<file path="src/saved_bank_pkg.sv">
// constants, types and register map of the saved calibration results bank
// ----------------------------------------------------------------------
// ----------------------------------------------------------------------
package saved_bank_pkg;

    // ------------------------------------------------------------------
    // register numbers
    // ------------------------------------------------------------------
    localparam logic [15:0] UV_SAVED_FILTER_COUNT_REG = 16'h9D1C;
    localparam logic [15:0] IR_GAIN_TARGET_400_REG    = 16'h9D26;
    localparam logic [15:0] IR_GAIN_TARGET_600_REG    = 16'h9D30;
    localparam logic [15:0] IR_GAIN_TARGET_1200_REG   = 16'h9D3A;
    localparam logic [15:0] UV_GAIN_TARGET_400_REG    = 16'h9D44;
    localparam logic [15:0] UV_GAIN_TARGET_600_REG    = 16'h9D4E;
    localparam logic [15:0] UV_GAIN_TARGET_1200_REG   = 16'h9D58;
    localparam logic [15:0] TUBE_SAVED_COUNT_REG      = 16'h9D62;
    localparam logic [15:0] IR_AUTO_GAIN_RESULT_REG   = 16'h9D63;
    localparam logic [15:0] TUBE_AUTO_GAIN_RESULT_REG = 16'h9D64;
    localparam logic [15:0] SOLID_UV_AUTO_GAIN_RESULT_REG = 16'h9D65;
    localparam logic [15:0] AUTO_GAIN_FILE_INDEX_REG  = 16'h9D66;

    // ------------------------------------------------------------------
    // geometry and field layout
    // ------------------------------------------------------------------
    localparam int          FILTER_COUNT   = 10;
    localparam logic [3:0]  FILTER_LAST    = 4'h9;
    localparam logic [15:0] GROUP_SPAN     = 16'h000A;
    localparam int          GROUP_COUNT    = 7;
    localparam logic [7:0]  GAIN_MAX       = 8'h63;
    localparam logic [7:0]  FILE_NEVER_RUN = 8'hFF;
    localparam logic [15:0] COUNT_RESET    = 16'h0000;
    localparam logic [7:0]  GAIN_RESET     = 8'h00;

    // ------------------------------------------------------------------
    // exception codes
    // ------------------------------------------------------------------
    localparam logic [7:0] EXC_NONE         = 8'h00;
    localparam logic [7:0] EXC_ILLEGAL_FUNC = 8'h01;
    localparam logic [7:0] EXC_ILLEGAL_ADDR = 8'h02;

    // ------------------------------------------------------------------
    // carriers
    // ------------------------------------------------------------------
    typedef struct packed {
        logic [7:0] uv_1200;
        logic [7:0] uv_600;
        logic [7:0] uv_400;
        logic [7:0] ir_1200;
        logic [7:0] ir_600;
        logic [7:0] ir_400;
        logic signed [15:0] uv_count;
    } filter_result_t;

    typedef struct packed {
        logic               valid;
        logic [3:0]         filter_sel;
        filter_result_t     result;
        logic               tube_valid;
        logic signed [15:0] tube_count;
    } filter_capture_t;

    typedef struct packed {
        logic       valid;
        logic [7:0] ir_gain;
        logic [7:0] tube_gain;
        logic [7:0] solid_uv_gain;
        logic [2:0] active_file;
    } gain_capture_t;

    typedef struct packed {
        logic        valid;
        logic        write;
        logic [15:0] addr;
        logic [15:0] wdata;
    } host_req_t;

    typedef struct packed {
        logic        valid;
        logic [15:0] data;
        logic [7:0]  exception;
    } host_rsp_t;

    typedef enum logic [1:0] {
        ST_IDLE,
        ST_LOOKUP
    } bank_state_t;

endpackage : saved_bank_pkg

</file>
<file path="src/filter_result_mem.sv">
// ten-entry memory of per-filter calibration results with registered read
`timescale 1ns/1ps
`default_nettype none
module filter_result_mem (
    input  wire logic                           clk,
    input  wire logic                           arst_n,
    input  wire logic                           wr_en,
    input  wire logic [3:0]                     wr_addr,
    input  wire saved_bank_pkg::filter_result_t wr_data,
    input  wire logic [3:0]                     rd_addr,
    output      saved_bank_pkg::filter_result_t rd_data
);
    import saved_bank_pkg::*;

    typedef struct packed {
        filter_result_t [FILTER_COUNT-1:0] word;
        filter_result_t                    rdata;
    } mem_state_t;

    mem_state_t st_reg;
    mem_state_t st_next;

    always_comb begin
        st_next = st_reg;
        // read-first: a capture in the same cycle shows on the next read
        if (rd_addr <= FILTER_LAST) begin
            st_next.rdata = st_reg.word[rd_addr];
        end else begin
            st_next.rdata = '0;
        end
        if (wr_en && (wr_addr <= FILTER_LAST)) begin
            st_next.word[wr_addr] = wr_data;
        end
    end

    always_ff @(posedge clk or negedge arst_n) begin
        if (!arst_n) begin
            st_reg <= '0;
        end else begin
            st_reg <= st_next;
        end
    end

    assign rd_data = st_reg.rdata;

endmodule : filter_result_mem
`default_nettype wire

</file>
<file path="src/auto_gain_saved_results_bank.sv">
// read-only bank of auto-filter and auto-gain calibration results
`timescale 1ns/1ps
`default_nettype none
module auto_gain_saved_results_bank (
    input  wire logic                            clk,
    input  wire logic                            arst_n,
    input  wire saved_bank_pkg::filter_capture_t filter_cap,
    input  wire saved_bank_pkg::gain_capture_t   gain_cap,
    input  wire saved_bank_pkg::host_req_t       host_req,
    output      logic                            req_ready,
    output      saved_bank_pkg::host_rsp_t       host_rsp
);
    import saved_bank_pkg::*;

    // ------------------------------------------------------------------
    // helpers
    // ------------------------------------------------------------------
    // gains above range are pinned so the bank never holds more than 99
    function automatic logic [7:0] clamp_gain(input logic [7:0] g);
        clamp_gain = (g > GAIN_MAX) ? GAIN_MAX : g;
    endfunction : clamp_gain

    // group 0..6 inside the per-filter window, 7 when outside
    function automatic logic [2:0] group_of(input logic [15:0] a);
        logic [15:0] off;
        off = a - UV_SAVED_FILTER_COUNT_REG;
        group_of = 3'h7;
        if (a >= UV_SAVED_FILTER_COUNT_REG && a < TUBE_SAVED_COUNT_REG) begin
            group_of = 3'(off / GROUP_SPAN);
        end
    endfunction : group_of

    function automatic logic [3:0] filter_of(input logic [15:0] a);
        logic [15:0] off;
        off = a - UV_SAVED_FILTER_COUNT_REG;
        filter_of = 4'(off % GROUP_SPAN);
    endfunction : filter_of

    function automatic logic in_bank(input logic [15:0] a);
        in_bank = (a >= UV_SAVED_FILTER_COUNT_REG) && (a <= AUTO_GAIN_FILE_INDEX_REG);
    endfunction : in_bank

    // ------------------------------------------------------------------
    // state
    // ------------------------------------------------------------------
    typedef struct packed {
        bank_state_t        fsm;
        logic               ready;
        logic               pend_write;
        logic [15:0]        pend_addr;
        logic signed [15:0] tube_count;
        logic [7:0]         ir_gain;
        logic [7:0]         tube_gain;
        logic [7:0]         solid_uv_gain;
        logic [7:0]         file_index;
        host_rsp_t          rsp;
    } bank_st_t;

    localparam bank_st_t ST_RESET = '{
        fsm:           ST_IDLE,
        ready:         1'b1,
        pend_write:    1'b0,
        pend_addr:     16'h0000,
        tube_count:    COUNT_RESET,
        ir_gain:       GAIN_RESET,
        tube_gain:     GAIN_RESET,
        solid_uv_gain: GAIN_RESET,
        file_index:    FILE_NEVER_RUN,
        rsp:           '0
    };

    bank_st_t       st_reg;
    bank_st_t       st_next;
    filter_result_t cap_word;
    filter_result_t rd_word;
    logic           take;

    assign take = host_req.valid && st_reg.ready;

    // ------------------------------------------------------------------
    // per-filter capture
    // ------------------------------------------------------------------
    always_comb begin
        cap_word          = filter_cap.result;
        cap_word.ir_400   = clamp_gain(filter_cap.result.ir_400);
        cap_word.uv_400   = clamp_gain(filter_cap.result.uv_400);
        cap_word.ir_600   = clamp_gain(filter_cap.result.ir_600);
        cap_word.uv_600   = clamp_gain(filter_cap.result.uv_600);
        cap_word.ir_1200  = clamp_gain(filter_cap.result.ir_1200);
        cap_word.uv_1200  = clamp_gain(filter_cap.result.uv_1200);
    end

    filter_result_mem u_mem (
        .clk     (clk),
        .arst_n  (arst_n),
        .wr_en   (filter_cap.valid),
        .wr_addr (filter_cap.filter_sel),
        .wr_data (cap_word),
        .rd_addr (filter_of(host_req.addr)),
        .rd_data (rd_word)
    );

    // ------------------------------------------------------------------
    // captures and host access
    // ------------------------------------------------------------------
    always_comb begin
        st_next           = st_reg;
        st_next.rsp.valid = 1'b0;

        if (filter_cap.tube_valid) begin
            st_next.tube_count = filter_cap.tube_count;
        end
        if (gain_cap.valid) begin
            st_next.ir_gain       = clamp_gain(gain_cap.ir_gain);
            st_next.tube_gain     = clamp_gain(gain_cap.tube_gain);
            st_next.solid_uv_gain = clamp_gain(gain_cap.solid_uv_gain);
            st_next.file_index    = {5'h00, gain_cap.active_file};
        end

        case (st_reg.fsm)
            ST_IDLE: begin
                if (take) begin
                    st_next.fsm        = ST_LOOKUP;
                    st_next.ready      = 1'b0;
                    st_next.pend_write = host_req.write;
                    st_next.pend_addr  = host_req.addr;
                end
            end
            ST_LOOKUP: begin
                st_next.fsm           = ST_IDLE;
                st_next.ready         = 1'b1;
                st_next.rsp.valid     = 1'b1;
                st_next.rsp.data      = 16'h0000;
                st_next.rsp.exception = EXC_NONE;
                if (!in_bank(st_reg.pend_addr)) begin
                    st_next.rsp.exception = EXC_ILLEGAL_ADDR;
                end else if (st_reg.pend_write) begin
                    // nothing is stored; the host sees the refusal
                    st_next.rsp.exception = EXC_ILLEGAL_FUNC;
                end else begin
                    case (group_of(st_reg.pend_addr))
                        3'h0: st_next.rsp.data = rd_word.uv_count;
                        3'h1: st_next.rsp.data = {8'h00, rd_word.ir_400};
                        3'h2: st_next.rsp.data = {8'h00, rd_word.ir_600};
                        3'h3: st_next.rsp.data = {8'h00, rd_word.ir_1200};
                        3'h4: st_next.rsp.data = {8'h00, rd_word.uv_400};
                        3'h5: st_next.rsp.data = {8'h00, rd_word.uv_600};
                        3'h6: st_next.rsp.data = {8'h00, rd_word.uv_1200};
                        default: begin
                            case (st_reg.pend_addr)
                                TUBE_SAVED_COUNT_REG:
                                    st_next.rsp.data = st_reg.tube_count;
                                IR_AUTO_GAIN_RESULT_REG:
                                    st_next.rsp.data = {8'h00, st_reg.ir_gain};
                                TUBE_AUTO_GAIN_RESULT_REG:
                                    st_next.rsp.data = {8'h00, st_reg.tube_gain};
                                SOLID_UV_AUTO_GAIN_RESULT_REG:
                                    st_next.rsp.data = {8'h00, st_reg.solid_uv_gain};
                                AUTO_GAIN_FILE_INDEX_REG:
                                    st_next.rsp.data = {8'h00, st_reg.file_index};
                                default:
                                    st_next.rsp.exception = EXC_ILLEGAL_ADDR;
                            endcase
                        end
                    endcase
                end
            end
            default: begin
                st_next = ST_RESET;
            end
        endcase
    end

    always_ff @(posedge clk or negedge arst_n) begin
        if (!arst_n) begin
            st_reg <= ST_RESET;
        end else begin
            st_reg <= st_next;
        end
    end

    assign req_ready = st_reg.ready;
    assign host_rsp  = st_reg.rsp;

endmodule : auto_gain_saved_results_bank
`default_nettype wire

</file>
<file path="config.mk">
export PLATFORM = sky130hd
export DESIGN_NAME = auto_gain_saved_results_bank
export DESIGN_NICKNAME = d
export VERILOG_FILES = /design/src/saved_bank_pkg.sv /design/src/filter_result_mem.sv /design/src/auto_gain_saved_results_bank.sv
export SDC_FILE = /design/constraint.sdc
export NUM_CORES = 2
export LEC_CHECK = 0
export CORE_UTILIZATION = 50
export CTS_BUF_LIST = sky130_fd_sc_hd__clkbuf_4
export DETAILED_ROUTE_END_ITERATION = 10
export DONT_BUFFER_PORTS = 1
export PLACE_DENSITY = 0.77
export SLEW_MARGIN = 20
export SYNTH_ARGS = -nofsm -noshare
export SYNTH_HDL_FRONTEND = slang
export SYNTH_SLANG_ARGS = --single-unit
</file>
<file path="constraint.sdc">
create_clock -name clk -period 6.78 [get_ports clk]
set_input_delay 0.678 -clock clk [delete_from_list [all_inputs] [get_ports clk]]
set_output_delay 0.678 -clock clk [all_outputs]
set_load 0.005 [all_outputs]
</file>
* Yosys cells after proc, flatten, opt, wreduce, memory -nomap -nowiden
Cells that the tools add are included.
Storage, ports and cells: register bits 797, logic and storage cells 171, output and inout bits 26, bits of input ports 150
Operators by class: reduce and logical (&&, ||, !) cells 11, order comparisons 17, equal/unequal tests 15, div/mod/pow operators 2, bitwise logic cells 1, add/subtract/negate cells 2, mux-type cells 34
Operators by type and width (count):
- $bwmux 640 | 1
- $bmux 64 s4 | 1
- $demux 64 s4 | 1
- $mux 64 | 3
- $pmux 16 s7 | 1
- $eq 16x16->1 const B | 5
- $pmux 16 s5 | 1
- $gt 8x7->1 const B | 9
- $mux 8 | 9
- $pmux 25 s2 | 1
- $mux 16 | 3
- $mux 48 | 1
- $pmux 17 s2 | 1
- $mux 32 | 1
- $sub 16x16->16 const B | 2
- $mux 20 | 1
- $div 16x4->16 const B | 1
- $ge 16x16->1 const B | 1
- $le 16x16->1 const B | 1
- $lt 16x16->1 const B | 1
- $mod 16x4->16 const B | 1
- $mux 3 | 5
- $lt 4x5->1 const B | 2
- $eq 3x3->1 const B | 3
- 16 further kinds | 26

* Longest topological paths before layout
depth after elaboration 12, mapped depth 34

* Modules after synthesis
A second synthesis with hierarchy kept.
Unflattened totals: cell total of the unflattened synthesis 3268, area, all modules 41051.9 sq um
By module, submodules not included:
- filter_result_mem | seq. area each 17616.9 sq um, area each 31591.5 sq um, cells each 2075, instances 1
- auto_gain_saved_results_bank | seq. area each 2058.2 sq um, area each 9460.3 sq um, cells each 1193, instances 1

* Worst setup path after synthesis
No wires, ideal clock.
path kind input-to-reg, from input port host_req[18] in the netlist's numbering, to register u_mem.st_reg (netlist bit u_mem.rd_data[10]), setup time 0.121 ns, required time 6.659 ns, slack -0.609 ns, buffers on the path 3, arrival time 7.268 ns, stages on the path 30, cells stage by stage ha_1 > a2111oi_4 > o21ai_2 > xnor2_4 > nand4_2 > a32oi_4 > xnor2_2 > or4_4 > a21boi_2 > o21ai_2 > o21ai_1 > nor4b_1 > o31ai_1 > or3_1 > nand3_2 > buf_6 > nor3b_1 > o32ai_1 > a31oi_1 > inv_1 > a21oi_1 > a221oi_1 > ha_1 > inv_1 > o32a_1 > nor2b_1 > buf_2 > buf_1 > a22oi_1 > nand2_1
RTL lines:
- start, declared | line auto_gain_saved_results_bank.sv:9 | input wire saved_bank_pkg::host_req_t host_req,
- end signal, assigned | line filter_result_mem.sv:40 | st_reg <= st_next;
- end, declared | line filter_result_mem.sv:20 | mem_state_t st_reg;

* Worst setup path in the final report
from register st_reg[75] in the netlist's numbering, to register st_reg (netlist bit host_rsp[11])
Between the ends: cells in the longest elaborated chain, start to end 11, elaborated cells on any way between the ends 28, classes of those cells add/sub (1); div (1); order compare (3); eq/ne (11); mux (9); reduce/logical (3)
Ends and longest elaborated chain:
- start, declared | line auto_gain_saved_results_bank.sv:72 | bank_st_t st_reg;
- start signal, assigned | line auto_gain_saved_results_bank.sv:178 | st_reg <= st_next;
- $sub 16x16->16 (tied with other cells) | line auto_gain_saved_results_bank.sv:26 | off = a - UV_SAVED_FILTER_COUNT_REG;
- $div 16x4->16 or $logic_and 1x1->1 (tied branches) | line auto_gain_saved_results_bank.sv:29, auto_gain_saved_results_bank.sv:28
- $mux 3 | line auto_gain_saved_results_bank.sv:28 | if (a >= UV_SAVED_FILTER_COUNT_REG && a < TUBE_SAVED_COUNT_REG) begin
- $mux 3 | line auto_gain_saved_results_bank.sv:137 | end else if (st_reg.pend_write) begin
- $mux 3 | line auto_gain_saved_results_bank.sv:135 | if (!in_bank(st_reg.pend_addr)) begin
- $mux 3 | line auto_gain_saved_results_bank.sv:120 | case (st_reg.fsm)
- $eq 3x3->1 (tied with other cells) | line auto_gain_saved_results_bank.sv:141 | case (group_of(st_reg.pend_addr))
- $pmux 16 s7 | line auto_gain_saved_results_bank.sv:141
- $mux 16 | line auto_gain_saved_results_bank.sv:137
- $mux 16 * | line auto_gain_saved_results_bank.sv:135
- $pmux 25 s2 * | line auto_gain_saved_results_bank.sv:120
Every way passes the cells marked *; elsewhere a longest branch is shown, timed or not. The select of a mux whose other input is x is not followed. A chain may end at the register's enable or synchronous reset.

==> results.toml <==
[detailed_routing]
drc = 0
first_pass_iters = 8
wl_microns = 114000
antenna_left = 0
routedWlPerCell_microns = 20.7
avgViaCountPerCell = 5.96
vias = 32700
dr.first_iter.drc_count = 2886

[worst_setup_path]
endpoint_kind = "flip-flop"
slowest_delay_ps = 460
worstSetupPathType = "reg2reg"
worstSetupStartpointType = "flip-flop"
crit_fanout = 9
crit_arrival_ps = 8030
crit_required_ps = 7640
critPathMostFrequentCell = "buf_4"
crit_slowest_cell = "or4_4"

[outcome]
status = "complete, but fails checks"
failed_checks = "setup timing"

[sta]
post-route-min-period_ps = 7170
tightest_slew_ps = 1150
final.setup.worst_slack_ps = -390
rsz0062_at_grt = "true"
fmax_ghz = 0.139
fin_crit_sh = 1.06
slew_violations = 0
fin_skew_ps = 86.0
slew_headroom = 0.227
hold_viol = 0
setup_viol = 17
setup_tns_ps = -5640

[synthesis]
syn_area_sq_um = 39400
async_flop_share = 1.00
synth_seq_area_share = 0.500
synth_area_per_cell_sq_um = 10.1
synth-main-ff-cell = "dfrtp_1"
synth_edf_count = 0
synthCells = 3907
ys_ff_latch = 786
yosysUniqueCellTypes = 124
yosysWarnings = 0

[power_and_ir_drop]
peakVddDrop_uv = 431
power.density_nw_per_um2 = 332
power_leakage_nw = 21.6

[cells_and_area]
regArea_sq_um = 19700
final_area_sq_um = 47900
nNetsFinal = 4486
drive_above_1_share = 0.281
multi_input_area_sq_um = 19500
fin_cells = 5490
nFillCells = 5870
area_growth_pct = 21.7
final_util = 0.617
largest_reg_flops = 640

[global_routing]
grt_pass1_wl_microns = 175000
grt_pass1_vias = 32800
grt_max_degree = 787
grt-ovfl-total = 0
grt_util_all_layers = 0.279
antenna_found_initial = 8

[clock_tree]
cts-root-buf = "clkbuf_4"
cts_buffers = 196
clk_pin_slew_ps = 80
insertion_delay_ps = 1060
htreeDepth = 4
cts_tree = "done"
cts_sinks = 786
cts_buffer_depth = 3

[flow_run]
maxCapViolCount = 0

[floorplan]
fp.coreArea_sq_um = 77700
start_util = 0.507
die_w_microns = 283
die-area_sq_um = 79900
rows = 102
ios = 176
dieHeight_microns = 283

[place]
portBuffers = 0
dp.cells = 4981
placed_cell_area_sq_um = 42700
gp_congestion = 0.910
pre_cts_slack_ps = -643
hpwl_microns = 65600

[hold_path]
worstHoldPathType = "in2reg"
==> power breakdown <==
group | total, W | switching, W | internal [W]
sequential | 0.00604 | 0.000512 | 0.00553
combinational | 0.00596 | 0.00320 | 0.00275
clock | 0.00390 | 0.00191 | 0.00199
total | 0.0159 | 0.00563 | 0.0103
==> worst max-delay path: cells and delay by family (launching register included) <==
kind	cells	cell delay, ps
multiplexers	2	710
adder cells (fa/ha/maj)	1	190
flip-flops	1	380
AO/OA/AOI/OAI	18	4190
AND/OR/NAND/NOR	3	790
buffers and inverters	5	780
==> cells in the mapped netlist (all sizes together) (7+ instances only) <==
master	n	area, sq um
o21ai	512	2580
and2	68	425
nand2	1015	3810
xor2	16	148
nand3b	8	60.1
nor2	113	437
ha	8	100
o22ai	19	144
o211a	10	108
nor3b	9	67.6
inv	50	188
buf	87	582
nand4	21	144
a211o	14	123
a31oi	24	180
a211oi	25	208
nand3	45	245
nor4	19	146
a21o	8	60.1
nand2b	13	81.3
nor3	48	250
or2	7	46.3
or3	20	125
and3	11	73.8
o21a	12	90.1
o211ai	34	285
o311ai	10	130
a32oi	7	80.1
mux2i	30	300
a21oi	62	322
dfrtp	781	19500
o22a	11	96.3
xnor2	49	504
and4	11	96.3
o2111ai	13	120
a21boi	9	71.3
nor2b	24	150
mux2	150	1690
o31ai	13	131
a22oi	70	546
mux4	128	2880
clkbuf	219	822
==> worst paths after layout <==
check,cells past startpoint,slack [ps],from,end
hold / removal,4,50,filter_cap[82],u_mem.st_reg[640]
max in group asynchronous,6,2980,arst_n,u_mem.st_reg[469]
hold reg to reg,2,470,u_mem.rd_data[9],host_rsp[17]
setup reg to reg,29,-390,st_reg[75],host_rsp[11]
min in group asynchronous,2,260,arst_n,u_mem.st_reg[181]
setup / recovery,29,-390,st_reg[75],host_rsp[11]
==> per-stage QoR <==
step / total power [W] / hold slack, ps
6_report: 0.0159 / 46.9
3_5_place_dp: 0.0114 / 446
5_1_grt: 0.0167 / 36.8
2_1_floorplan: 0.00972 / 382
3_3_place_gp: 0.0113 / 447
4_1_cts: 0.0154 / -720
==> routing by layer <==
metal / track usage / part of all wire
met1: 0.354 / 0.39
met2: 0.464 / 0.49
met4: 0.119 / 0.037
met3: 0.0607 / 0.079
met5: 0 / 0.00012
==> cell type report <==
cell class	instances	area share
Clock inverter	33	0.00561
Multi-Input combinational cell	2770	0.407
Inverter	51	0.00399
Clock buffer	278	0.0435
Tap cell	1040	0.0271
Antenna cell	9	0.000470
Timing Repair Buffer	523	0.101
Sequential cell	786	0.410
==> repair_timing <==
action,in CTS,in global routing
hold buffers,145,2
cloned,1,2
pin swaps,47,49
setup buffers,20,16
hold endpoints to repair,1351,258
endpoints found under the setup margin,17,81
gates resized for setup,103,65
==> kinds of logic (layout without fill, tap and decap cells) <==
kind of cell | after synthesis | count (layout) | synth area share
buf+inv | 357 | 885 | 0.0405
simple gates | 1445 | 1445 | 0.159
compound gates | 934 | 935 | 0.157
xor+xnor | 65 | 65 | 0.0165
mux | 308 | 308 | 0.124
flops | 786 | 786 | 0.500
fa+ha+maj | 11 | 11 | 0.00337
other cells | 1 | 15 | 0.0000952
==> cell usage in the layout (no fill, tap or decap), types with 31 or more instances in the layout <==
master	n
a21oi_1	53
a22oi_2	67
and2_1	66
buf_4	328
clkbuf_4	278
dfrtp_1	781
dlygate4sd3_1	141
inv_1	48
mux2_2	148
mux4_2	128
nand2_1	1000
nand3_1	37
nor2_1	104
nor3_1	31
o21ai_0	477
xnor2_1	37
(Power assumes the default switching activity.)
